<file path="src/verilog/csb_pkg.sv">
// constants and carrier types for the card slot bridge controller
package csb_pkg;
  localparam int          ADDR_W            = 11;
  localparam int          DATA_W            = 16;
  localparam int          BYTE_W            = 8;
  localparam int          FLASH_WORD_W      = 10;
  localparam logic [10:0] CFG_OPT_ADDR      = 11'h200;
  localparam logic [10:0] CFG_STAT_ADDR     = 11'h202;
  localparam logic [10:0] PIN_REP_ADDR      = 11'h204;
  localparam int          OPT_SOFT_RST_BIT  = 7;
  localparam int          OPT_INDEX_W       = 6;
  localparam int          STAT_CHG_EN_BIT   = 4;
  localparam int          STAT_CHANGED_BIT  = 5;
  localparam int          PIN_READY_BIT     = 1;
  localparam int          PIN_CHANGED_BIT   = 5;
  localparam logic [7:0]  CFG_OPT_RESET     = 8'h00;
  localparam logic [7:0]  CFG_STAT_RESET    = 8'h00;
  localparam logic [7:0]  IO_REG_RESET      = 8'h00;
  localparam logic [1:0]  IO_ADDR_REG       = 2'h0;
  localparam logic [1:0]  IO_DATA_REG       = 2'h1;
  localparam logic [1:0]  IO_STATUS_REG     = 2'h2;
  localparam int          IO_STAT_HOST_BIT  = 0;
  localparam int          IO_STAT_PROC_BIT  = 1;

  typedef struct packed {
    logic [10:0] addr;
    logic        even_lane_select_n;
    logic        odd_lane_select_n;
    logic        space_select;
    logic        mem_read_strobe_n;
    logic        mem_write_strobe_n;
    logic        io_read_strobe_n;
    logic        io_write_strobe_n;
  } csb_host_ctl_t;

  typedef struct packed {
    logic [1:0] addr;
    logic       space_select_n;
    logic       read_strobe_n;
    logic       write_strobe_n;
  } csb_proc_ctl_t;

  typedef struct packed {
    logic en_even;
    logic en_odd;
    logic odd_on_even;
    logic byte_mode;
  } csb_lanes_t;
endpackage

</file>
<file path="src/verilog/csb_card_ctrl.sv">
// card-side slot controller: host decode, flash steering, shared i/o space
//
// Chosen here: the strobed register port and the register offsets.
`timescale 1ns/100ps
module csb_card_ctrl #(
  parameter int CIS_DEPTH = 16
) (
  input  wire logic                  ref_clk,
  input  wire logic                  reset,
  input  wire csb_pkg::csb_host_ctl_t host_ctl,
  input  wire logic [15:0]           host_data_in,
  output logic [15:0]                host_data_out,
  output logic                       host_even_oe,
  output logic                       host_odd_oe,
  output logic                       io_read_ack_n,
  output logic                       ready_or_irq_out,
  output logic                       status_change_out_n,
  output logic                       cycle_extend_n,
  input  wire logic                  flash_ready_in_n,
  input  wire logic                  flash_wait_in_n,
  output logic                       flash_byte_mode_n,
  output logic [10:0]                flash_address,
  output logic                       flash_reset_out_n,
  output logic                       flash_read_strobe_n,
  output logic                       flash_chip_select_n,
  output logic                       flash_write_strobe_n,
  input  wire logic [15:0]           flash_data_in,
  output logic [15:0]                flash_data_out,
  output logic                       flash_data_oe,
  input  wire logic                  processor_clock,
  input  wire csb_pkg::csb_proc_ctl_t proc_ctl,
  input  wire logic [7:0]            proc_data_in,
  output logic [7:0]                 proc_data_out,
  output logic                       proc_data_oe
);
  // table must stay below the configuration registers at 0x200
  if (CIS_DEPTH < 2 || CIS_DEPTH > 256)
  begin : g_depth_check
    $error("CIS_DEPTH out of range");
  end

  // processor_clock only matters to the processor; all logic runs on ref_clk
  logic                 unused_clk;
  assign unused_clk = processor_clock;

  function automatic csb_pkg::csb_lanes_t lane_decode(input logic even_n, input logic odd_n, input logic a0);
    csb_pkg::csb_lanes_t l;
    l.en_even     = !even_n;
    l.en_odd      = !odd_n;
    l.odd_on_even = !even_n && odd_n && a0;
    l.byte_mode   = even_n != odd_n;
    return l;
  endfunction

  // sample of last cycle's strobes; edges come from these
  logic [4:0]           strobe_q;
  logic                 mem_wr_fall;
  logic                 io_wr_fall;
  logic                 io_rd_rise;
  logic                 io_rd_hold;
  logic                 proc_wr_fall;
  logic                 card_sel;
  logic                 io_mode;
  logic                 soft_rst;
  logic                 common_acc;
  logic                 attr_acc;
  logic                 io_acc;
  logic                 host_rd;
  logic                 ready_state;
  logic                 irq_pend;
  logic                 proc_pend;
  logic [7:0]           cfg_opt;
  logic [7:0]           cfg_stat;
  logic                 ready_q;
  logic [7:0]           io_addr_reg;
  logic [7:0]           io_data_reg;
  logic [7:0]           io_stat;
  logic [7:0]           wr_byte;
  logic [7:0]           attr_byte;
  logic [7:0]           io_byte;
  csb_pkg::csb_lanes_t  lanes;

  assign lanes    = lane_decode(host_ctl.even_lane_select_n, host_ctl.odd_lane_select_n, host_ctl.addr[0]);
  assign card_sel = lanes.en_even || lanes.en_odd;
  assign io_mode  = cfg_opt[csb_pkg::OPT_INDEX_W-1:0] != 6'h00;
  assign soft_rst = cfg_opt[csb_pkg::OPT_SOFT_RST_BIT];

  assign common_acc = card_sel && host_ctl.space_select && !io_mode;
  assign attr_acc   = card_sel && !host_ctl.space_select;
  assign io_acc     = card_sel && !host_ctl.space_select && io_mode
                      && !(host_ctl.io_read_strobe_n && host_ctl.io_write_strobe_n);
  assign host_rd    = !host_ctl.mem_read_strobe_n || (!host_ctl.io_read_strobe_n && io_mode);

  always_ff @(posedge ref_clk or posedge reset)
  begin
    if (reset)
      strobe_q <= 5'h1F;
    else
      strobe_q <= {host_ctl.mem_write_strobe_n, host_ctl.io_write_strobe_n, host_ctl.io_read_strobe_n,
                   proc_ctl.write_strobe_n, proc_ctl.read_strobe_n};
  end
  assign mem_wr_fall  = strobe_q[4] && !host_ctl.mem_write_strobe_n;
  assign io_wr_fall   = strobe_q[3] && !host_ctl.io_write_strobe_n && io_mode;
  assign io_rd_rise   = !strobe_q[2] && host_ctl.io_read_strobe_n && io_mode;
  assign proc_wr_fall = strobe_q[1] && !proc_ctl.write_strobe_n && !proc_ctl.space_select_n;

  // remembers the read target: a host may drop select and address with the strobe
  always_ff @(posedge ref_clk or posedge reset)
  begin
    if (reset)
      io_rd_hold <= 1'b0;
    else
      io_rd_hold <= io_mode && attr_acc && !host_ctl.io_read_strobe_n
                    && host_ctl.addr[1:0] != csb_pkg::IO_STATUS_REG;
  end

  // byte written by the host: odd byte only when the odd lane alone is selected
  assign wr_byte = (lanes.en_odd && !lanes.en_even) ? host_data_in[15:8] : host_data_in[7:0];

  // configuration registers; soft reset bit only clears by host write
  always_ff @(posedge ref_clk or posedge reset)
  begin
    if (reset)
    begin
      cfg_opt  <= csb_pkg::CFG_OPT_RESET;
      cfg_stat <= csb_pkg::CFG_STAT_RESET;
      ready_q  <= 1'b0;
    end
    else
    begin
      ready_q <= ready_state;
      if (mem_wr_fall && attr_acc && host_ctl.addr == csb_pkg::CFG_OPT_ADDR)
        cfg_opt <= wr_byte;
      if (mem_wr_fall && attr_acc && host_ctl.addr == csb_pkg::CFG_STAT_ADDR)
      begin
        cfg_stat <= wr_byte & ~(8'h01 << csb_pkg::STAT_CHANGED_BIT);
        if (!wr_byte[csb_pkg::STAT_CHANGED_BIT])
          cfg_stat[csb_pkg::STAT_CHANGED_BIT] <= cfg_stat[csb_pkg::STAT_CHANGED_BIT];
      end
      // set wins over a write-one clear in the same cycle
      if (ready_state != ready_q)
        cfg_stat[csb_pkg::STAT_CHANGED_BIT] <= 1'b1;
    end
  end

  assign ready_state = flash_ready_in_n && !soft_rst;

  // shared i/o registers: processor has priority on a same-cycle write
  always_ff @(posedge ref_clk or posedge reset)
  begin
    if (reset)
    begin
      io_addr_reg <= csb_pkg::IO_REG_RESET;
      io_data_reg <= csb_pkg::IO_REG_RESET;
    end
    else if (proc_wr_fall)
    begin
      if (proc_ctl.addr == csb_pkg::IO_ADDR_REG)
        io_addr_reg <= proc_data_in;
      if (proc_ctl.addr == csb_pkg::IO_DATA_REG)
        io_data_reg <= proc_data_in;
    end
    else if (io_wr_fall && attr_acc)
    begin
      if (host_ctl.addr[1:0] == csb_pkg::IO_ADDR_REG)
        io_addr_reg <= wr_byte;
      if (host_ctl.addr[1:0] == csb_pkg::IO_DATA_REG)
        io_data_reg <= wr_byte;
    end
  end

  // pending flags; the setting event wins over a clear in the same cycle
  always_ff @(posedge ref_clk or posedge reset)
  begin
    if (reset)
    begin
      irq_pend  <= 1'b0;
      proc_pend <= 1'b0;
    end
    else
    begin
      if (proc_wr_fall && proc_ctl.addr != csb_pkg::IO_STATUS_REG)
        irq_pend <= 1'b1;
      else if (io_rd_rise && io_rd_hold)
        irq_pend <= 1'b0;
      if (io_wr_fall && attr_acc && host_ctl.addr[1:0] != csb_pkg::IO_STATUS_REG)
        proc_pend <= 1'b1;
      else if (strobe_q[0] && !proc_ctl.read_strobe_n && !proc_ctl.space_select_n
               && proc_ctl.addr != csb_pkg::IO_STATUS_REG)
        proc_pend <= 1'b0;
    end
  end

  always_comb
  begin
    io_stat                             = 8'h00;
    io_stat[csb_pkg::IO_STAT_HOST_BIT]  = irq_pend;
    io_stat[csb_pkg::IO_STAT_PROC_BIT]  = proc_pend;
  end

  function automatic logic [7:0] io_select(input logic [1:0] a, input logic [7:0] ar, input logic [7:0] dr,
                                           input logic [7:0] sr);
    return (a == csb_pkg::IO_ADDR_REG) ? ar : (a == csb_pkg::IO_DATA_REG) ? dr :
           (a == csb_pkg::IO_STATUS_REG) ? sr : 8'h00;
  endfunction

  // read-only info table, even bytes only; writes into it are ignored
  function automatic logic [7:0] cis_byte(input logic [9:0] idx);
    unique case (idx[3:0])
      4'h0:    return 8'h01;
      4'h1:    return 8'h03;
      4'h2:    return 8'h53;
      4'h3:    return 8'hFF;
      default: return 8'hFF;
    endcase
  endfunction

  always_comb
  begin
    attr_byte = 8'h00;
    if (host_ctl.addr == csb_pkg::CFG_OPT_ADDR)
      attr_byte = cfg_opt;
    else if (host_ctl.addr == csb_pkg::CFG_STAT_ADDR)
      attr_byte = cfg_stat;
    else if (host_ctl.addr == csb_pkg::PIN_REP_ADDR)
    begin
      attr_byte[csb_pkg::PIN_READY_BIT]   = ready_state;
      attr_byte[csb_pkg::PIN_CHANGED_BIT] = cfg_stat[csb_pkg::STAT_CHANGED_BIT];
    end
    else if (host_ctl.addr < 11'(2 * CIS_DEPTH) && !host_ctl.addr[0])
      attr_byte = cis_byte(host_ctl.addr[10:1]);
  end

  assign io_byte = io_select(host_ctl.addr[1:0], io_addr_reg, io_data_reg, io_stat);

  // host read data registered each cycle of an attribute or common memory read, or of an i/o read in i/o mode
  always_ff @(posedge ref_clk or posedge reset)
  begin
    if (reset)
      host_data_out <= 16'h0000;
    else if (!host_ctl.io_read_strobe_n && io_mode && attr_acc)
      host_data_out <= {io_byte, io_byte};
    else if (!host_ctl.mem_read_strobe_n && attr_acc)
      host_data_out <= {attr_byte, attr_byte};
    else if (!host_ctl.mem_read_strobe_n && common_acc)
    begin
      if (lanes.byte_mode)
        host_data_out <= {flash_data_in[7:0], flash_data_in[7:0]};
      else
        host_data_out <= flash_data_in;
    end
  end

  assign host_even_oe = card_sel && host_rd && lanes.en_even;
  assign host_odd_oe  = card_sel && host_rd && lanes.en_odd && !(io_mode && !host_ctl.io_read_strobe_n && lanes.en_even);

  assign io_read_ack_n = !(io_mode && attr_acc && !host_ctl.io_read_strobe_n);

  assign cycle_extend_n = !((io_acc && !proc_ctl.space_select_n) || (common_acc && !flash_wait_in_n));

  always_ff @(posedge ref_clk or posedge reset)
  begin
    if (reset)
    begin
      ready_or_irq_out    <= 1'b0;
      status_change_out_n <= 1'b1;
    end
    else
    begin
      if (io_mode)
        ready_or_irq_out <= !irq_pend;
      else
        ready_or_irq_out <= ready_state;
      status_change_out_n <= !(io_mode && cfg_stat[csb_pkg::STAT_CHG_EN_BIT]
                               && cfg_stat[csb_pkg::STAT_CHANGED_BIT]);
    end
  end

  // flash side: address, controls and flash strobes all registered together, changing on the same ref_clk edge
  always_ff @(posedge ref_clk or posedge reset)
  begin
    if (reset)
    begin
      flash_address        <= 11'h000;
      flash_byte_mode_n    <= 1'b1;
      flash_chip_select_n  <= 1'b1;
      flash_read_strobe_n  <= 1'b1;
      flash_write_strobe_n <= 1'b1;
      flash_data_out       <= 16'h0000;
      flash_data_oe        <= 1'b0;
      flash_reset_out_n    <= 1'b0;
    end
    else
    begin
      flash_reset_out_n    <= !soft_rst;
      flash_address[10:1]  <= host_ctl.addr[10:1];
      flash_address[0]     <= lanes.byte_mode && (lanes.en_odd || lanes.odd_on_even);
      flash_byte_mode_n    <= !lanes.byte_mode;
      flash_chip_select_n  <= !common_acc;
      flash_read_strobe_n  <= !(common_acc && !host_ctl.mem_read_strobe_n);
      flash_write_strobe_n <= !(common_acc && !host_ctl.mem_write_strobe_n);
      flash_data_oe        <= common_acc && !host_ctl.mem_write_strobe_n;
      flash_data_out       <= lanes.byte_mode ? {8'h00, wr_byte} : host_data_in;
    end
  end

  // processor reads of the three registers
  always_ff @(posedge ref_clk or posedge reset)
  begin
    if (reset)
      proc_data_out <= 8'h00;
    else
      proc_data_out <= io_select(proc_ctl.addr, io_addr_reg, io_data_reg, io_stat);
  end
  assign proc_data_oe = !proc_ctl.space_select_n && !proc_ctl.read_strobe_n;
endmodule // csb_card_ctrl

</file>
<file path="config.mk">
export PLATFORM = sky130hd
export DESIGN_NAME = csb_card_ctrl
export DESIGN_NICKNAME = d
export VERILOG_FILES = /design/src/verilog/csb_pkg.sv /design/src/verilog/csb_card_ctrl.sv
export SDC_FILE = /design/constraint.sdc
export NUM_CORES = 1
export LEC_CHECK = 0
export ABC_AREA = 1
export BUFFER_PORTS_ARGS = -buffer_cell sky130_fd_sc_hd__buf_2
export CAP_MARGIN = 25
export CORE_MARGIN = 3
export CORE_UTILIZATION = 30
export CTS_BUF_LIST = sky130_fd_sc_hd__clkbuf_2 sky130_fd_sc_hd__clkbuf_4 sky130_fd_sc_hd__clkbuf_8
export DETAILED_ROUTE_END_ITERATION = 16
export SYNTH_ARGS = -nofsm -noshare
export SYNTH_HDL_FRONTEND = slang
export SYNTH_SLANG_ARGS = --single-unit
</file>
<file path="constraint.sdc">
create_clock -name ref_clk -period 3 [get_ports ref_clk]
set_input_delay 0.3 -clock ref_clk [delete_from_list [all_inputs] [get_ports ref_clk]]
set_output_delay 0.3 -clock ref_clk [all_outputs]
set_load 0.03 [all_outputs]
</file>
== Word level (Yosys, flattened, before mapping) ==
Cells that the tools add are included.
Storage, ports and cells
  word-level logic and storage cells: 165
  register bits after elaboration: 100
  bits of input ports: 68
Operators by class
  equal/unequal tests: 15
  reductions and logical operators: 90
  mux-type cells: 37
  order comparisons: 1
Operators by type and width (number)
  $mux W8: 16
  $mux W16: 5
  $logic_and A1 B1 Y1: 46
  $eq A11 B10 Y1 const B: 3
  $logic_not A1 Y1: 25
  $pmux W8 S3: 1
  $reduce_bool A2 Y1: 7
  $lt A11 B6 Y1 const B: 1
  $mux W1: 10
  $mux W2: 3
  $mux W6: 1
  $reduce_and A3 Y1: 2
  $reduce_bool A6 Y1: 1
  $eq A2 B1 Y1 const B: 2
  $eq A2 B2 Y1 const B: 2
  $eq A4 B1 Y1 const B: 1
  $eq A4 B2 Y1 const B: 1
  $logic_not A2 Y1: 2
  $logic_not A4 Y1: 1
  $logic_or A1 B1 Y1: 4
  $ne A2 B1 Y1 const B: 2
  $ne A2 B2 Y1 const B: 2
  $mux W3: 1
  $reduce_bool A3 Y1: 1
  other kinds (2): 3

== Logic depth before layout (Yosys ltp) ==
  depth in word-level cells: 8
  mapped depth: 11
  depth with buffers taken out: 11

== Worst setup path after synthesis ==
Ideal clock, no wire load.
  kind: register to output
  from: register cfg_opt[2]
  to: output port host_odd_oe
  stages on the path, launching flop included: 6
  arrival: 1.291 ns
  path buffers: 0
  path slack: 1.409 ns
  data required time: 2.700 ns
  path through: dfrtp_1 nor2_2 nand3_4 nand2_1 o21ai_0 nor2_1
On the way
  longest elaborated chain between the ends: 6
  elaborated cells between the ends (all ways): 8
  those cells by class: reduce/logical (8)
RTL lines
  start, declared: line csb_card_ctrl.sv:72  | logic [7:0] cfg_opt;
  start signal, assigned: line csb_card_ctrl.sv:125  | cfg_opt <= csb_pkg::CFG_OPT_RESET;
  start signal, assigned: line csb_card_ctrl.sv:133  | cfg_opt <= wr_byte;
  $reduce_bool A6 Y1 (*): line csb_card_ctrl.sv:85  | assign io_mode = cfg_opt[csb_pkg::OPT_INDEX_W-1:0] != 6'h00;
  $logic_and A1 B1 Y1 (*): line csb_card_ctrl.sv:92, csb_card_ctrl.sv:255
  $logic_or A1 B1 Y1: line csb_card_ctrl.sv:92  | assign host_rd = !host_ctl.mem_read_strobe_n || (!host_ctl.io_read_strobe_n && io_mode);
  $logic_and A1 B1 Y1 (2 in series): line csb_card_ctrl.sv:255  | assign host_odd_oe = card_sel && host_rd && lanes.en_odd && !(io_mode && !host_ctl.io_read_strobe_n && lanes.e ...
  $logic_and A1 B1 Y1 (*): line csb_card_ctrl.sv:255
  end, declared: line csb_card_ctrl.sv:14  | output logic host_odd_oe,
Every way passes the cells marked *; elsewhere a longest branch is shown, timed or not.

== Worst setup path in the final report ==
  from: register cfg_opt[2]
  to: output port io_read_ack_n
On the way
  longest elaborated chain between the ends: 4
RTL lines
  $reduce_bool A6 Y1: line csb_card_ctrl.sv:85
  $logic_and A1 B1 Y1 (2 in series): line csb_card_ctrl.sv:257  | assign io_read_ack_n = !(io_mode && attr_acc && !host_ctl.io_read_strobe_n);
  $logic_not A1 Y1: line csb_card_ctrl.sv:257
  end, declared: line csb_card_ctrl.sv:15  | output logic io_read_ack_n,
No other way between the ends.

==> results.json <==
{
  "synth_top_area_share_pct": 48.2,
  "maxCapViolCount": 0,
  "std_cell_rows": 44,
  "top_regs": "flash_data_out (16), host_data_out (16), flash_address (11)",
  "die_h_um": 131,
  "crit_fanout": 17,
  "cts.sinks": 100,
  "max-vdd-ir-drop_mv": 0.211,
  "crit_arrival_ns": 1.77,
  "synth_area_per_cell_um2": 8.65,
  "finalCritPeriodShare_pct": 69.0,
  "cts_buffers": 9,
  "fin_ws_ns": 0.931,
  "firstDrtPassIters": 4,
  "dieArea_um2": 17100,
  "diodes": 0,
  "worst_pin_slew_ns": 0.690,
  "hold_path.class": "input port to flip-flop",
  "required_ns": 2.70,
  "fin_hold_ws_ns": 0.0371,
  "outcome": "finished clean",
  "yosysMostFrequentCell": "nand2_1",
  "grt_start_max_net_pins": 72,
  "grt_usage_pct": 16.1,
  "syn_to_final_growth_pct": 24.6,
  "drive_gt1_share_pct": 29.3,
  "p_switching_mw": 1.05,
  "yosys.area.top_type": "dfrtp_1",
  "synth_area_um2": 4670,
  "ys.flop_type": "dfrtp_1",
  "start_kind": "flip-flop",
  "clk_pin_slew_worst_paths_ns": 0.10,
  "yosys_register_bits": 100,
  "power.total_mw": 3.36,
  "dr.first_iter.drc_count": 254,
  "synth_edf_count": 0,
  "place_area_um2": 5550,
  "rrSetupSlack_ns": 1.05,
  "fmax_ghz": 0.483,
  "synth_fp_nets": 611,
  "drt-vias-per-instance": 4.65,
  "ys_types": 38,
  "whs_path_depth": 1,
  "crit_type": "flip-flop to output pin",
  "grt_pass1_wl_mm": 20.8,
  "hold_end": "strobe_q[2]",
  "initial_core_util_pct": 31.4,
  "synth_common_cells": "nand2_1 (142), dfrtp_1 (90), inv_1 (66), nand3_1 (41), o21ai_1 (32)",
  "nFillCells": 1562,
  "period_minus_slack_ns": 2.07,
  "ant_nets": 0,
  "finalHoldViolations": 0,
  "pre_cts_ws_ns": 0.840,
  "routed_wl_mm": 13.0,
  "leakagePower_nw": 2.99,
  "grt_pass1_vias": 4068,
  "rr_worst_depth": 9,
  "drc": 0,
  "r2r_end": "host_data_out[1]",
  "cts_max_level": 3,
  "clk_path_buf_depth": 2,
  "power_frac_seq_pct": 46.5,
  "cp-end-kind": "output pin",
  "ios": 132,
  "io_buffer_count": 130,
  "async_reset_ff_share_pct": 100,
  "swShare_pct": 31.4,
  "fin_tns_setup_ns": 0,
  "final_nets": 749,
  "cts_root_buffer": "clkbuf_8",
  "slew_viol_final": 0,
  "clk_latency_ns": 0.39,
  "slew-limit-headroom_pct": 54.0,
  "cts_resized": 0,
  "coreArea_um2": 14900,
  "yosys_warnings": 0,
  "clock_power_share_pct": 31.6,
  "rsz0062_at_grt": "false",
  "dp_hpwl_mm": 9.67,
  "cts_tree": "built",
  "synthCells": 540,
  "seq_area_frac_synth_pct": 53.8,
  "min-delay-start": "host_ctl[1]",
  "stdcell_area_um2": 5820,
  "num_vias": 4033,
  "p_int_mw": 2.30,
  "setup_viol": 0,
  "clock_skew_ns": 0.0196,
  "synth_area_leaders": "dfrtp_1 (48%), nand2_1 (11%), dfstp_2 (5.6%)",
  "p_comb_share_pct": 21.8,
  "antenna_found_initial": 0,
  "fp.dieW_um": 131,
  "gp_congestion": 0.795,
  "regToRegStartpoint": "cfg_opt[2]",
  "routedWlPerCell_um": 14.9,
  "pwr_density_cell_nw_per_um2": 576,
  "globalRouteOverflowTotal": 0
}
[power groups by stage]
stage,sequential (mW),clock [mW],combinational [mW]
2_1_floorplan,1.77,0,0.295
3_3_place_gp,1.59,0,0.734
3_5_place_dp,1.59,0,0.740
4_1_cts,1.56,1.11,0.744
5_1_grt,1.58,1.15,0.820
6_report,1.56,1.06,0.733
[cells in the final DEF, fill, tap and decap left out, drive strengths merged]
master         n
a21o           1
a21oi         10
a31oi          8
buf          137
bufinv         3
clkbuf        10
clkinv         5
dfrtp         90
dfstp         10
dlygate4sd3    3
ha             3
inv           70
mux2i          8
nand2        145
nand3         43
nand4          3
nor2          47
nor3           2
o21ai         64
o221ai         3
o22ai          7
o2bb2ai        1
or2            9
xor2           1
[worst max path at each step]
stage                           start             end  slack, ns  cells after the start
after global routing       cfg_opt[2]  cycle_extend_n       0.82                      6
after global placement    host_ctl[5]  io_addr_reg[5]       0.91                      7
final                      cfg_opt[2]   io_read_ack_n       0.93                      4
after CTS                  cfg_opt[2]   io_read_ack_n       0.90                      4
after detailed placement  host_ctl[5]  io_addr_reg[5]       0.84                      7
after floorplan                 reset      cfg_opt[0]        0.1                      1
[worst max-delay path, stage by stage (launching register included)]
cell,delay [ns]
dfrtp_1,0.42
nor2_2,0.24
nand3_4,0.20
nand3_4,0.26
buf_2,0.26
[metrics by stage]
stage	std cells	util, %
floorplan	540	-
global placement	848	37.3
detailed placement	848	37.3
CTS	867	39.2
global route	867	39.2
finish	867	39.2
[area by class of cell]
cell class	instances	area, µm²	share of cell area, %
multi-input cells	355	1810	31.0
repair buffers	140	746	12.8
clock inverters	6	109	1.87
well taps	184	230	3.95
clock buffers	10	138	2.36
flip-flops and latches	100	2510	43.2
inverters	72	278	4.77
[cell families (layout without fill, tap and decap cells)]
| family | after synthesis | in the layout | synth area share, % |
|---|---|---|---|
| AO/OA/AOI/OAI | 94 | 94 | 11.2 |
| XOR/XNOR | 1 | 1 | 0.187 |
| adder cells (fa/ha/maj) | 3 | 3 | 0.803 |
| buffers and inverters | 85 | 228 | 7.52 |
| flip-flops | 100 | 100 | 53.8 |
| multiplexers | 8 | 8 | 1.71 |
| AND/OR/NAND/NOR | 249 | 249 | 24.7 |
[repair_timing]
action,4_1_cts,5_1_grt
endpoints found under the hold margin,23,0
hold buffers,3,0
buffers inserted,0,0
[layer usage]
layer  up-vias  routed length (µm)  global-route usage (%)  part of all wire (%)
met5         -                   0                       0                     0
met4         0                 130                    4.84                   1.0
met3        10                1100                    5.73                   8.5
met2       125                5870                    25.0                    45
met1      1881                5850                    21.2                    45
li1       2017                   -                       -                     -
(Power assumes the default switching activity.)
